## src/pkg/csdp_pkg.sv

```systemverilog
/*
 * Constants and carrier types for the channel status, FIFO data port and
 * input DMA pointer logic of one link channel.
 * Assumes one system clock and a simple strobed register port.
 */
`default_nettype none

package csdp_pkg;

	// register port address width and channel-zero offsets
	localparam int ADDR_W = 9;
	localparam logic [ADDR_W-1:0] OFS_CHAN_STATUS = 9'h024;
	localparam logic [ADDR_W-1:0] OFS_FIFO_DATA = 9'h028;
	localparam logic [ADDR_W-1:0] OFS_DMA_PTR = 9'h02C;

	localparam logic [31:0] STATUS_RESET = 32'h0000_0000;
	localparam logic [31:0] LATCH_MASK = 32'h003F_FF00;

	// latched status bit positions
	localparam int B_TX_AE_L = 8;
	localparam int B_RX_AF_L = 9;
	localparam int B_RX_OVF = 10;
	localparam int B_SYM_ERR = 11;
	localparam int B_WR_DMA_DONE = 12;
	localparam int B_RD_DMA_DONE = 13;
	localparam int B_WR_DMA_ERR = 14;
	localparam int B_RD_DMA_ERR = 15;
	localparam int B_RX_READY = 18;
	localparam int B_TX_DREAD = 19;
	localparam int B_TX_FDONE = 20;
	localparam int B_RX_FDONE = 21;

	localparam logic [1:0] TX_IO_MAX = 2'h2;

	// descriptor next-pointer flags and word count
	localparam int DESC_EOC_BIT = 0;
	localparam int DESC_DIR_BIT = 1;
	localparam logic DESC_DIR_INPUT = 1'b0;
	localparam logic [1:0] DESC_LAST_WORD = 2'h2;
	localparam logic [31:0] DESC_ADDR_MASK = 32'hFFFF_FFFC;

	localparam int BUF_DEPTH = 2;
	localparam logic [1:0] BUF_FULL_CNT = 2'h2;

	// one-cycle event pulses from the link and the output DMA engine
	typedef struct packed {
		logic rx_viol;
		logic rx_ready;
		logic tx_data_read;
		logic tx_frame_done;
		logic rx_frame_done;
		logic rx_wr_attempt;
		logic rd_dma_done;
		logic rd_dma_err;
	} csdp_evt_t;

	// live levels from the FIFOs, link machines and interrupt logic
	typedef struct packed {
		logic [13:0] tx_count;
		logic [13:0] tx_ae_level;
		logic tx_full;
		logic tx_stage_valid;
		logic tx_fifo_out_valid;
		logic [1:0] tx_io_cnt;
		logic [14:0] rx_count;
		logic [14:0] rx_af_level;
		logic rx_full;
		logic [2:0] rx_stage_cnt;
		logic rx_running;
		logic rx_io_full;
		logic aux_full;
		logic aux_afull;
		logic aux_empty;
		logic rd_dma_idle;
		logic user_irq;
		logic chan_irq;
	} csdp_live_t;

	typedef enum logic [2:0] {
		DMA_IDLE = 3'b001,
		DMA_FETCH = 3'b010,
		DMA_MOVE = 3'b100
	} csdp_dma_state_t;

endpackage

`default_nettype wire

```

## src/verilog/csdp_channel_regs.sv

```systemverilog
/*
 * Channel status register, single-word FIFO data port and input DMA
 * pointer port with its scatter-gather descriptor engine.
 * Assumes the FIFOs, link machines, bus master and output DMA sit outside
 * and report through the live and event ports; one clock, strobed port.
 * Live inputs are settled levels at every clock edge, events are
 * one-cycle pulses, and descriptor and block answers are one-cycle
 * pulses given while the matching request stands.
 */
// How it works
// - status bits 0-2 show tx FIFO empty, at-or-below threshold, full
// - status bits 4-6 show rx FIFO empty, at-or-above threshold, full
// - bit 3 set while any tx word remains, stage included
// - bit 7 set while any rx word remains, four-word stage included
// - bit 8 latches when tx count falls to threshold; write one clears
// - bit 9 latches when rx count reaches threshold; write one clears
// - bit 10 latches a write attempt into a full rx FIFO
// - bit 11 latches the violation symbol flag of the receiver
// - bits 12 and 13 latch input and output DMA list completion
// - bits 14 and 15 latch DMA errors or wrong direction; an input DMA abort latches nothing
// - bits 16 and 17 read one while the input and output DMA engines are idle
// - bits 18 and 19 latch receiver ready and transmitter read pulses
// - bit 20 latches transmit frame done
// - bit 21 latches receive frame done from stop sequence or count
// - bit 22 reads one while the receiver processes a frame
// - bit 23 reads one while the receiver sample FIFO is full
// - bit 27 reads one while the tx FIFO output holds valid data
// - bits 29-28 give tx words in process, clamped to two
// - bit 30 shows an enabled non-DMA user interrupt is active
// - bit 31 shows the channel interrupt output is active
// - data port write pushes tx FIFO while o_wr_ready is high, read pops rx FIFO
// - nonzero pointer write while idle starts descriptor chain DMA; zero aborts it
// - status reads at 0x024; written ones clear latched bits
`timescale 1ns/1ps
`default_nettype none

module csdp_channel_regs
	import csdp_pkg::*;
(
	input wire logic i_clk_sys,
	input wire logic i_rst_n,
	// register port
	input wire logic i_reg_wr,
	input wire logic i_reg_rd,
	input wire logic [ADDR_W-1:0] i_reg_addr,
	input wire logic [31:0] i_reg_wdata,
	output logic [31:0] o_reg_rdata,
	output logic o_reg_rvalid,
	output logic o_wr_ready,
	// live levels and event pulses
	input wire csdp_live_t i_live,
	input wire csdp_evt_t i_evt,
	// tx FIFO write side
	output logic o_tx_valid,
	output logic [31:0] o_tx_data,
	input wire logic i_tx_ready,
	// rx FIFO read side
	input wire logic i_rx_valid,
	input wire logic [31:0] i_rx_data,
	output logic o_rx_pop,
	// descriptor fetch
	output logic o_desc_req,
	output logic [31:0] o_desc_addr,
	input wire logic i_desc_ack,
	input wire logic [31:0] i_desc_data,
	input wire logic i_desc_err,
	// block transfer into host memory
	output logic o_blk_req,
	output logic [31:0] o_blk_addr,
	output logic [31:0] o_blk_len,
	input wire logic i_blk_done,
	input wire logic i_blk_err,
	output logic o_wr_dma_idle
);

	logic wr_status;
	logic wr_fifo;
	logic wr_ptr;
	logic rd_status;
	logic rd_fifo;
	logic [31:0] latch_q;
	logic [31:0] latch_set;
	logic [31:0] latch_clr;
	logic [31:0] status_live;
	logic [31:0] status_word;
	logic tx_ae_now;
	logic rx_af_now;
	logic tx_ae_q;
	logic rx_af_q;
	logic [31:0] buf_mem_q [BUF_DEPTH];
	logic buf_wr_idx_q;
	logic buf_rd_idx_q;
	logic [1:0] buf_cnt_q;
	logic buf_push;
	logic buf_pop;
	csdp_dma_state_t dma_state_q;
	logic [1:0] word_idx_q;
	logic [31:0] next_ptr_q;
	logic last_desc_q;
	logic dma_done_pulse;
	logic dma_err_pulse;
	logic dma_abort;
	logic dma_start;

	function automatic logic hit(input logic [ADDR_W-1:0] a,
		input logic [ADDR_W-1:0] ofs);
		hit = (a == ofs);
	endfunction

	function automatic logic [1:0] clamp_io(input logic [1:0] n);
		clamp_io = (n > TX_IO_MAX) ? TX_IO_MAX : n;
	endfunction

	// address decode
	always_comb begin
		wr_status = 1'b0;
		wr_fifo = 1'b0;
		wr_ptr = 1'b0;
		rd_status = 1'b0;
		rd_fifo = 1'b0;
		if (hit(i_reg_addr, OFS_CHAN_STATUS)) begin
			wr_status = i_reg_wr;
			rd_status = i_reg_rd;
		end else if (hit(i_reg_addr, OFS_FIFO_DATA)) begin
			wr_fifo = i_reg_wr & o_wr_ready;
			rd_fifo = i_reg_rd;
		end else if (hit(i_reg_addr, OFS_DMA_PTR)) begin
			wr_ptr = i_reg_wr;
		end
	end

	// threshold compares feed both live and latched bits
	assign tx_ae_now = (i_live.tx_count <= i_live.tx_ae_level);
	assign rx_af_now = (i_live.rx_count >= i_live.rx_af_level);

	// the edge memory resets low, so a level already true latches once
	always_ff @(posedge i_clk_sys or negedge i_rst_n) begin
		if (!i_rst_n) begin
			tx_ae_q <= 1'b0;
			rx_af_q <= 1'b0;
		end else begin
			tx_ae_q <= tx_ae_now;
			rx_af_q <= rx_af_now;
		end
	end

	always_comb begin
		latch_set = '0;
		latch_set[B_TX_AE_L] = tx_ae_now & ~tx_ae_q;
		latch_set[B_RX_AF_L] = rx_af_now & ~rx_af_q;
		latch_set[B_RX_OVF] = i_evt.rx_wr_attempt & i_live.rx_full;
		latch_set[B_SYM_ERR] = i_evt.rx_viol;
		latch_set[B_WR_DMA_DONE] = dma_done_pulse;
		latch_set[B_RD_DMA_DONE] = i_evt.rd_dma_done;
		latch_set[B_WR_DMA_ERR] = dma_err_pulse;
		latch_set[B_RD_DMA_ERR] = i_evt.rd_dma_err;
		latch_set[B_RX_READY] = i_evt.rx_ready;
		latch_set[B_TX_DREAD] = i_evt.tx_data_read;
		latch_set[B_TX_FDONE] = i_evt.tx_frame_done;
		latch_set[B_RX_FDONE] = i_evt.rx_frame_done;
	end

	// only latched positions can be cleared; zeros written do nothing
	assign latch_clr = wr_status ? (i_reg_wdata & LATCH_MASK) : '0;

	// a new event in the clearing cycle survives the clear
	always_ff @(posedge i_clk_sys or negedge i_rst_n) begin
		if (!i_rst_n) begin
			latch_q <= STATUS_RESET;
		end else begin
			latch_q <= ((latch_q & ~latch_clr) | latch_set) & LATCH_MASK;
		end
	end

	always_comb begin
		status_live = '0;
		status_live[0] = (i_live.tx_count == 14'h0000);
		status_live[1] = tx_ae_now;
		status_live[2] = i_live.tx_full;
		status_live[3] = (i_live.tx_count != 14'h0000) | i_live.tx_stage_valid
			| (buf_cnt_q != 2'h0);
		status_live[4] = (i_live.rx_count == 15'h0000);
		status_live[5] = rx_af_now;
		status_live[6] = i_live.rx_full;
		status_live[7] = (i_live.rx_count != 15'h0000)
			| (i_live.rx_stage_cnt != 3'h0);
		status_live[16] = o_wr_dma_idle;
		status_live[17] = i_live.rd_dma_idle;
		status_live[22] = i_live.rx_running;
		status_live[23] = i_live.rx_io_full;
		status_live[24] = i_live.aux_empty;
		status_live[25] = i_live.aux_afull;
		status_live[26] = i_live.aux_full;
		status_live[27] = i_live.tx_fifo_out_valid;
		status_live[29:28] = clamp_io(i_live.tx_io_cnt);
		status_live[30] = i_live.user_irq;
		status_live[31] = i_live.chan_irq;
	end

	// one combined word so live and latched halves come from one cycle
	assign status_word = status_live | latch_q;

	// every read strobe is answered exactly one cycle later
	always_ff @(posedge i_clk_sys or negedge i_rst_n) begin
		if (!i_rst_n) begin
			o_reg_rvalid <= 1'b0;
		end else begin
			o_reg_rvalid <= i_reg_rd;
		end
	end

	// read data answers one cycle after the strobe
	always_ff @(posedge i_clk_sys or negedge i_rst_n) begin
		if (!i_rst_n) begin
			o_reg_rdata <= '0;
		end else begin
			if (rd_status) begin
				o_reg_rdata <= status_word;
			end else if (rd_fifo) begin
				// an empty rx FIFO reads as zero rather than stalling
				o_reg_rdata <= i_rx_valid ? i_rx_data : '0;
			end else begin
				o_reg_rdata <= '0;
			end
		end
	end

	assign o_rx_pop = rd_fifo & i_rx_valid;

	// two-entry buffer between the data port and the tx FIFO
	assign o_wr_ready = (buf_cnt_q != BUF_FULL_CNT);
	assign buf_push = wr_fifo;
	assign o_tx_valid = (buf_cnt_q != 2'h0);
	assign buf_pop = o_tx_valid & i_tx_ready;
	assign o_tx_data = buf_mem_q[buf_rd_idx_q];

	always_ff @(posedge i_clk_sys or negedge i_rst_n) begin
		if (!i_rst_n) begin
			buf_mem_q[0] <= '0;
			buf_mem_q[1] <= '0;
			buf_wr_idx_q <= 1'b0;
			buf_rd_idx_q <= 1'b0;
			buf_cnt_q <= 2'h0;
		end else begin
			if (buf_push) begin
				buf_mem_q[buf_wr_idx_q] <= i_reg_wdata;
				buf_wr_idx_q <= ~buf_wr_idx_q;
			end
			if (buf_pop) begin
				buf_rd_idx_q <= ~buf_rd_idx_q;
			end
			if (buf_push & ~buf_pop) begin
				buf_cnt_q <= buf_cnt_q + 2'h1;
			end else if (buf_pop & ~buf_push) begin
				buf_cnt_q <= buf_cnt_q - 2'h1;
			end
		end
	end

	// block fields are taken as their descriptor words arrive
	always_ff @(posedge i_clk_sys or negedge i_rst_n) begin
		if (!i_rst_n) begin
			o_blk_addr <= '0;
			o_blk_len <= '0;
		end else if (o_desc_req & i_desc_ack & ~i_desc_err
			& ~dma_abort) begin
			if (word_idx_q == 2'h0) begin
				o_blk_addr <= i_desc_data;
			end else if (word_idx_q == 2'h1) begin
				o_blk_len <= i_desc_data;
			end
		end
	end

	// input DMA engine
	// a nonzero pointer written while busy is ignored; abort with zero first
	assign dma_start = wr_ptr & (i_reg_wdata != '0)
		& (dma_state_q == DMA_IDLE);
	assign dma_abort = wr_ptr & (i_reg_wdata == '0);
	assign o_wr_dma_idle = (dma_state_q == DMA_IDLE);
	assign o_desc_req = (dma_state_q == DMA_FETCH);
	assign o_blk_req = (dma_state_q == DMA_MOVE);
	assign o_desc_addr = next_ptr_q + {28'h0000000, word_idx_q, 2'h0};

	always_ff @(posedge i_clk_sys or negedge i_rst_n) begin
		if (!i_rst_n) begin
			dma_state_q <= DMA_IDLE;
			word_idx_q <= 2'h0;
			next_ptr_q <= '0;
			last_desc_q <= 1'b0;
			dma_done_pulse <= 1'b0;
			dma_err_pulse <= 1'b0;
		end else begin
			dma_done_pulse <= 1'b0;
			dma_err_pulse <= 1'b0;
			if (dma_abort) begin
				dma_state_q <= DMA_IDLE;
			end else begin
				case (dma_state_q)
				DMA_IDLE: begin
					if (dma_start) begin
						next_ptr_q <= i_reg_wdata & DESC_ADDR_MASK;
						word_idx_q <= 2'h0;
						dma_state_q <= DMA_FETCH;
					end
				end
				DMA_FETCH: begin
					if (i_desc_ack & i_desc_err) begin
						dma_err_pulse <= 1'b1;
						dma_state_q <= DMA_IDLE;
					end else if (i_desc_ack) begin
						if (word_idx_q == 2'h0) begin
							word_idx_q <= 2'h1;
						end else if (word_idx_q == 2'h1) begin
							word_idx_q <= DESC_LAST_WORD;
						end else if (i_desc_data[DESC_DIR_BIT]
							!= DESC_DIR_INPUT) begin
							dma_err_pulse <= 1'b1;
							dma_state_q <= DMA_IDLE;
						end else begin
							last_desc_q <= i_desc_data[DESC_EOC_BIT];
							next_ptr_q <= i_desc_data & DESC_ADDR_MASK;
							word_idx_q <= 2'h0;
							dma_state_q <= DMA_MOVE;
						end
					end
				end
				DMA_MOVE: begin
					if (i_blk_err) begin
						dma_err_pulse <= 1'b1;
						dma_state_q <= DMA_IDLE;
					end else if (i_blk_done & last_desc_q) begin
						dma_done_pulse <= 1'b1;
						dma_state_q <= DMA_IDLE;
					end else if (i_blk_done) begin
						dma_state_q <= DMA_FETCH;
					end
				end
				default: begin
					dma_state_q <= DMA_IDLE;
				end
				endcase
			end
		end
	end

endmodule

`default_nettype wire

```

## config.mk

```make
export PLATFORM = sky130hd
export DESIGN_NAME = csdp_channel_regs
export DESIGN_NICKNAME = d
export VERILOG_FILES = /design/src/pkg/csdp_pkg.sv /design/src/verilog/csdp_channel_regs.sv
export SDC_FILE = /design/constraint.sdc
export NUM_CORES = 1
export LEC_CHECK = 0
export BUFFER_PORTS_ARGS = -buffer_cell sky130_fd_sc_hd__clkbuf_2
export CAP_MARGIN = 20
export CORE_AREA = 4 4 180 182
export DETAILED_ROUTE_END_ITERATION = 8
export DIE_AREA = 0 0 184 186
export MAX_ROUTING_LAYER = met4
export PLACE_DENSITY = 0.73
export SKIP_CTS_REPAIR_TIMING = 1
export SLEW_MARGIN = 30
export SYNTH_ARGS = -nofsm -noshare
export SYNTH_HDL_FRONTEND = slang
export SYNTH_SLANG_ARGS = --single-unit
```

## constraint.sdc

```tcl
create_clock -name i_clk_sys -period 2.5 [get_ports i_clk_sys]
set_clock_uncertainty 0.05 [all_clocks]
set_input_delay 0.5 -clock i_clk_sys [delete_from_list [all_inputs] [get_ports i_clk_sys]]
set_output_delay 0.5 -clock i_clk_sys [all_outputs]
set_load 0.005 [all_outputs]
```

==> summary.md <==
| Metric | Value |
|---|---|
| R2R Path Start | `dma_state_q[0]` |
| Top FF cell, synth | `dfrtp_1` |
| Global route overflow | `0` |
| RSZ-0062 raised after global routing | `yes` |
| Critical path, cell by cell | `ha_2 > inv_2 > fa_2 > and3b_2 > nand3_4 > nor3_4 > buf_6 > buf_4 > nand2_1 > xnor2_1 > buf_2` |
| Hold_ws | `0.08293 ns` |
| Crit-path leading delay family | `simple AND/OR/NAND/NOR gates` |
| Setup violators final | `44` |
| Sequential fraction of the synthesis area | `51.68%` |
| Area Overhead vs Synth | `37.51%` |
| TritonRoute pass-1 iters | `4` |
| Clock Pin Slew Worst Setup and Hold Paths | `0.06 ns` |
| Max FO, Critical Path | `5` |
| Worst setup margin | `-0.7517 ns` |
| Routability cong. | `0.9218` |
| Max-slew violations | `0` |
| Crit end category | `output pin` |
| DRT Wirelength | `33.25 mm` |
| Cells after DPL | `1628` |
| Drc violations | `0` |
| Peak supply drop | `0.0003758 V` |
| Switch share | `25.09%` |
| Largest net degree at the start of global routing | `56` |
| Post-route insts no fill | `1689` |
| Fin area | `14590 um2` |
| Cell variety after synth | `55` |
| Clock Tree Buf Depth | `3` |
| Worst Path Buf+Inv | `4` |
| Worst setup SP type | `flip-flop` |
| Yosys reg bits | `219` |
| I/O Buffers | `362` |
| Worst-skew pair later-pin latency | `0.54 ns` |
| Hold Crit Depth | `1` |
| Yosys warnings | `0` |
| NetSw | `2.064 mW` |
| Hold Path Class | `in -> reg` |
| Via density per instance | `4.995` |
| Die W | `184 um` |
| Antenna violations before repair | `1` |
| H-tree depth | `1` |
| Mapped Cells | `839` |
| Nets | `1505` |
| Asr flop ratio synth | `100.0%` |
| Post-route ant nets | `0` |
| Hold Path Sink | `o_reg_rvalid` |
| Final period utilization | `130.1%` |
| Placed inst area | `13390 um2` |
| Starting Density | `34.67%` |
| Outcome | `complete, but fails checks` |
| Int Pwr | `6.161 mW` |
| Worst reg2reg setup slack | `-0.04 ns` |
| Crit-path max cell delay | `0.36 ns` |
| P per Cell Area | `563.9 nW/um2` |
| Sequential Power Share | `45.1%` |
| Relative slew slack | `65.31%` |
| Syn avg cell area | `12.64 um2` |
| Clock power share | `43.5%` |
| Reg-to-reg critical path endpoint | `next_ptr_q[29]` |
| Failing checks | `negative setup slack` |
| Max cap viols | `0` |
| Num CTS Buffers | `25` |
| Top Ports | `365` |
| Comb pwr share | `11.4%` |
| Num Clock Sinks | `219` |
| Reg2Reg Depth | `9` |
| Worst path required time | `1.95 ns` |
| CTS root buf | `clkbuf_16` |
| Die Area | `34220 um2` |
| Worst slew pin tran | `0.5159 ns` |
| Routed len/inst | `19.69 um` |
| Vias in the first global route | `8838` |
| Overall Global Routing Usage | `18.97%` |
| TritonCTS clock tree | `yes` |
| DRT iter0 DRCs | `333` |
| Launch point of the worst hold path | `i_reg_rd` |
| Dpl ws | `-0.2669 ns` |
| Leakage | `7.873 nW` |
| Number of enable flip-flop cells after synthesis | `0` |
| Final hold viol count | `0` |
| Crit path kind | `reg -> out` |
| Die H | `186 um` |
| Core box area | `30590 um2` |
| Fmax achieved | `307.5 MHz` |
| Num rows | `64` |
| Post-Syn Area | `10610 um2` |
| Crit path max-delay cell type | `dfrtp_1` |
| Total number of vias | `8436` |
| First-pass GRT wire length | `49.65 mm` |
| Min Tclk post-route | `3.252 ns` |
| Post-DP HPWL | `25.58 mm` |
| Layout cell share with drive strength beyond 1 | `52.13%` |
| Worst endpoint data arrival time | `2.70 ns` |
layout by cell type, fill, tap and decap left out, types with 6 or more instances in the layout:
cell,count
buf_6,6
clkbuf_16,27
mux2_4,17
buf_2,14
clkbuf_2,347
nand3_1,12
nand2_1,48
buf_12,16
ha_1,31
nor3_1,6
a21o_1,11
o21ai_0,17
nor4_1,17
dfrtp_1,217
a22o_1,25
buf_4,57
mux2_2,138
clkbuf_1,7
mux2i_1,6
a21oi_1,20
mux2_1,60
nor2_1,15
xnor2_1,19
inv_1,42
xor2_1,9
nand4_1,12
sequential cells by signal, summed over array words and instances, names as in the netlist, 2 cells and up:
name,cells
latch_q,14
buf_cnt_q,2
word_idx_q,2
dma_state_q,3
o_blk_addr,32
o_reg_rdata,32
o_blk_len,32
buf_mem_q,64
next_ptr_q,30
Yosys cell counts, drive strengths merged (2+ instances only):
library cell	n	share of area (%)
nand2b	5	0.29
xor2	9	0.74
a21oi	21	0.99
o31ai	2	0.14
o22ai	2	0.12
a21boi	3	0.21
ha	32	3.8
and3	4	0.24
or3	2	0.17
nand3	14	0.66
clkbuf	15	0.53
nor3	9	0.53
nor3b	5	0.45
buf	22	1.9
a211o	4	0.33
nand2	50	1.8
a21o	11	0.78
xnor2	24	2.0
nor4	19	1.2
nand4	12	0.71
inv	43	1.5
a22o	25	2.1
o21ai	18	0.85
nor2	18	0.64
and2	3	0.18
and4	5	0.41
mux2i	6	0.57
mux2	215	23
nor2b	7	0.41
dfrtp	218	51
a31oi	2	0.12
or4b	2	0.22
power groups by stage:
stage                     logic [mW]  clock network, mW  registers [mW]
final                          0.935               3.58            3.71
after global routing            1.03               3.85            3.72
after CTS                      0.933               3.68            3.71
after detailed placement       0.924                  0            3.77
after global placement         0.908                  0            3.77
after floorplan                0.422                  0            3.71
cell families after synthesis:
| family | Yosys count | share of synthesized area [%] |
|---|---|---|
| mux | 221 | 23.39 |
| simple gates | 160 | 8.364 |
| flops | 219 | 51.68 |
| buf+inv | 80 | 3.905 |
| xor+xnor | 33 | 2.725 |
| other cells | 1 | 0.03536 |
| compound gates | 92 | 5.934 |
| fa+ha+maj | 33 | 3.964 |
worst register-to-register path: cells and delay by family, from the launching register on:
family / cells / cell delay, ns
AOI/OAI and AO/OA: 1 / 0.12
buffers and inverters: 4 / 0.59
DFF: 1 / 0.53
muxes: 1 / 0.30
and+or+nand+nor: 3 / 0.84
layout make-up:
class / instances / area (um2)
sequential: 219 / 5485
timing repair buffer: 444 / 2698
inverter: 43 / 161.4
clock buffer: 37 / 720.7
antenna: 2 / 5.005
fill: 2765 / 16000
multi-input combinational: 541 / 4945
tap: 396 / 495.5
clock inverter: 7 / 75.07
per-stage QoR:
step / power (mW) / util (%) / setup TNS, ns
floorplan: 4.134 / - / -1.384
global placement: 4.676 / 43.77 / -29.56
detailed placement: 4.696 / 43.77 / -32.00
CTS: 8.318 / 46.38 / -19.29
global route: 8.599 / 47.67 / -19.73
finish: 8.224 / 47.68 / -15.21
how the worst max path moves through the flow:
stage                             start         endpoint  slack, ns  cells past startpoint
after floorplan           i_reg_addr[7]    o_blk_len[10]      -0.02                      7
after global placement    i_reg_addr[7]    buf_mem_q[37]      -0.25                      8
after detailed placement  i_reg_addr[7]    buf_mem_q[32]      -0.27                      8
after CTS                 word_idx_q[0]  o_desc_addr[28]      -0.77                      9
after global routing      next_ptr_q[2]  o_desc_addr[16]      -0.87                     11
final                     word_idx_q[0]  o_desc_addr[16]      -0.75                     11
per-layer routing:
metal / up-vias / wire length, um / global-route usage [%]
met3: 51 / 2569 / 4.671
li1: 3884 / - / -
met1: 4194 / 13870 / 23.34
met2: 307 / 16030 / 31.58
met5: - / 0 / -
met4: 0 / 776 / 4.762
Note: power is estimated with default switching activity, not from simulation.
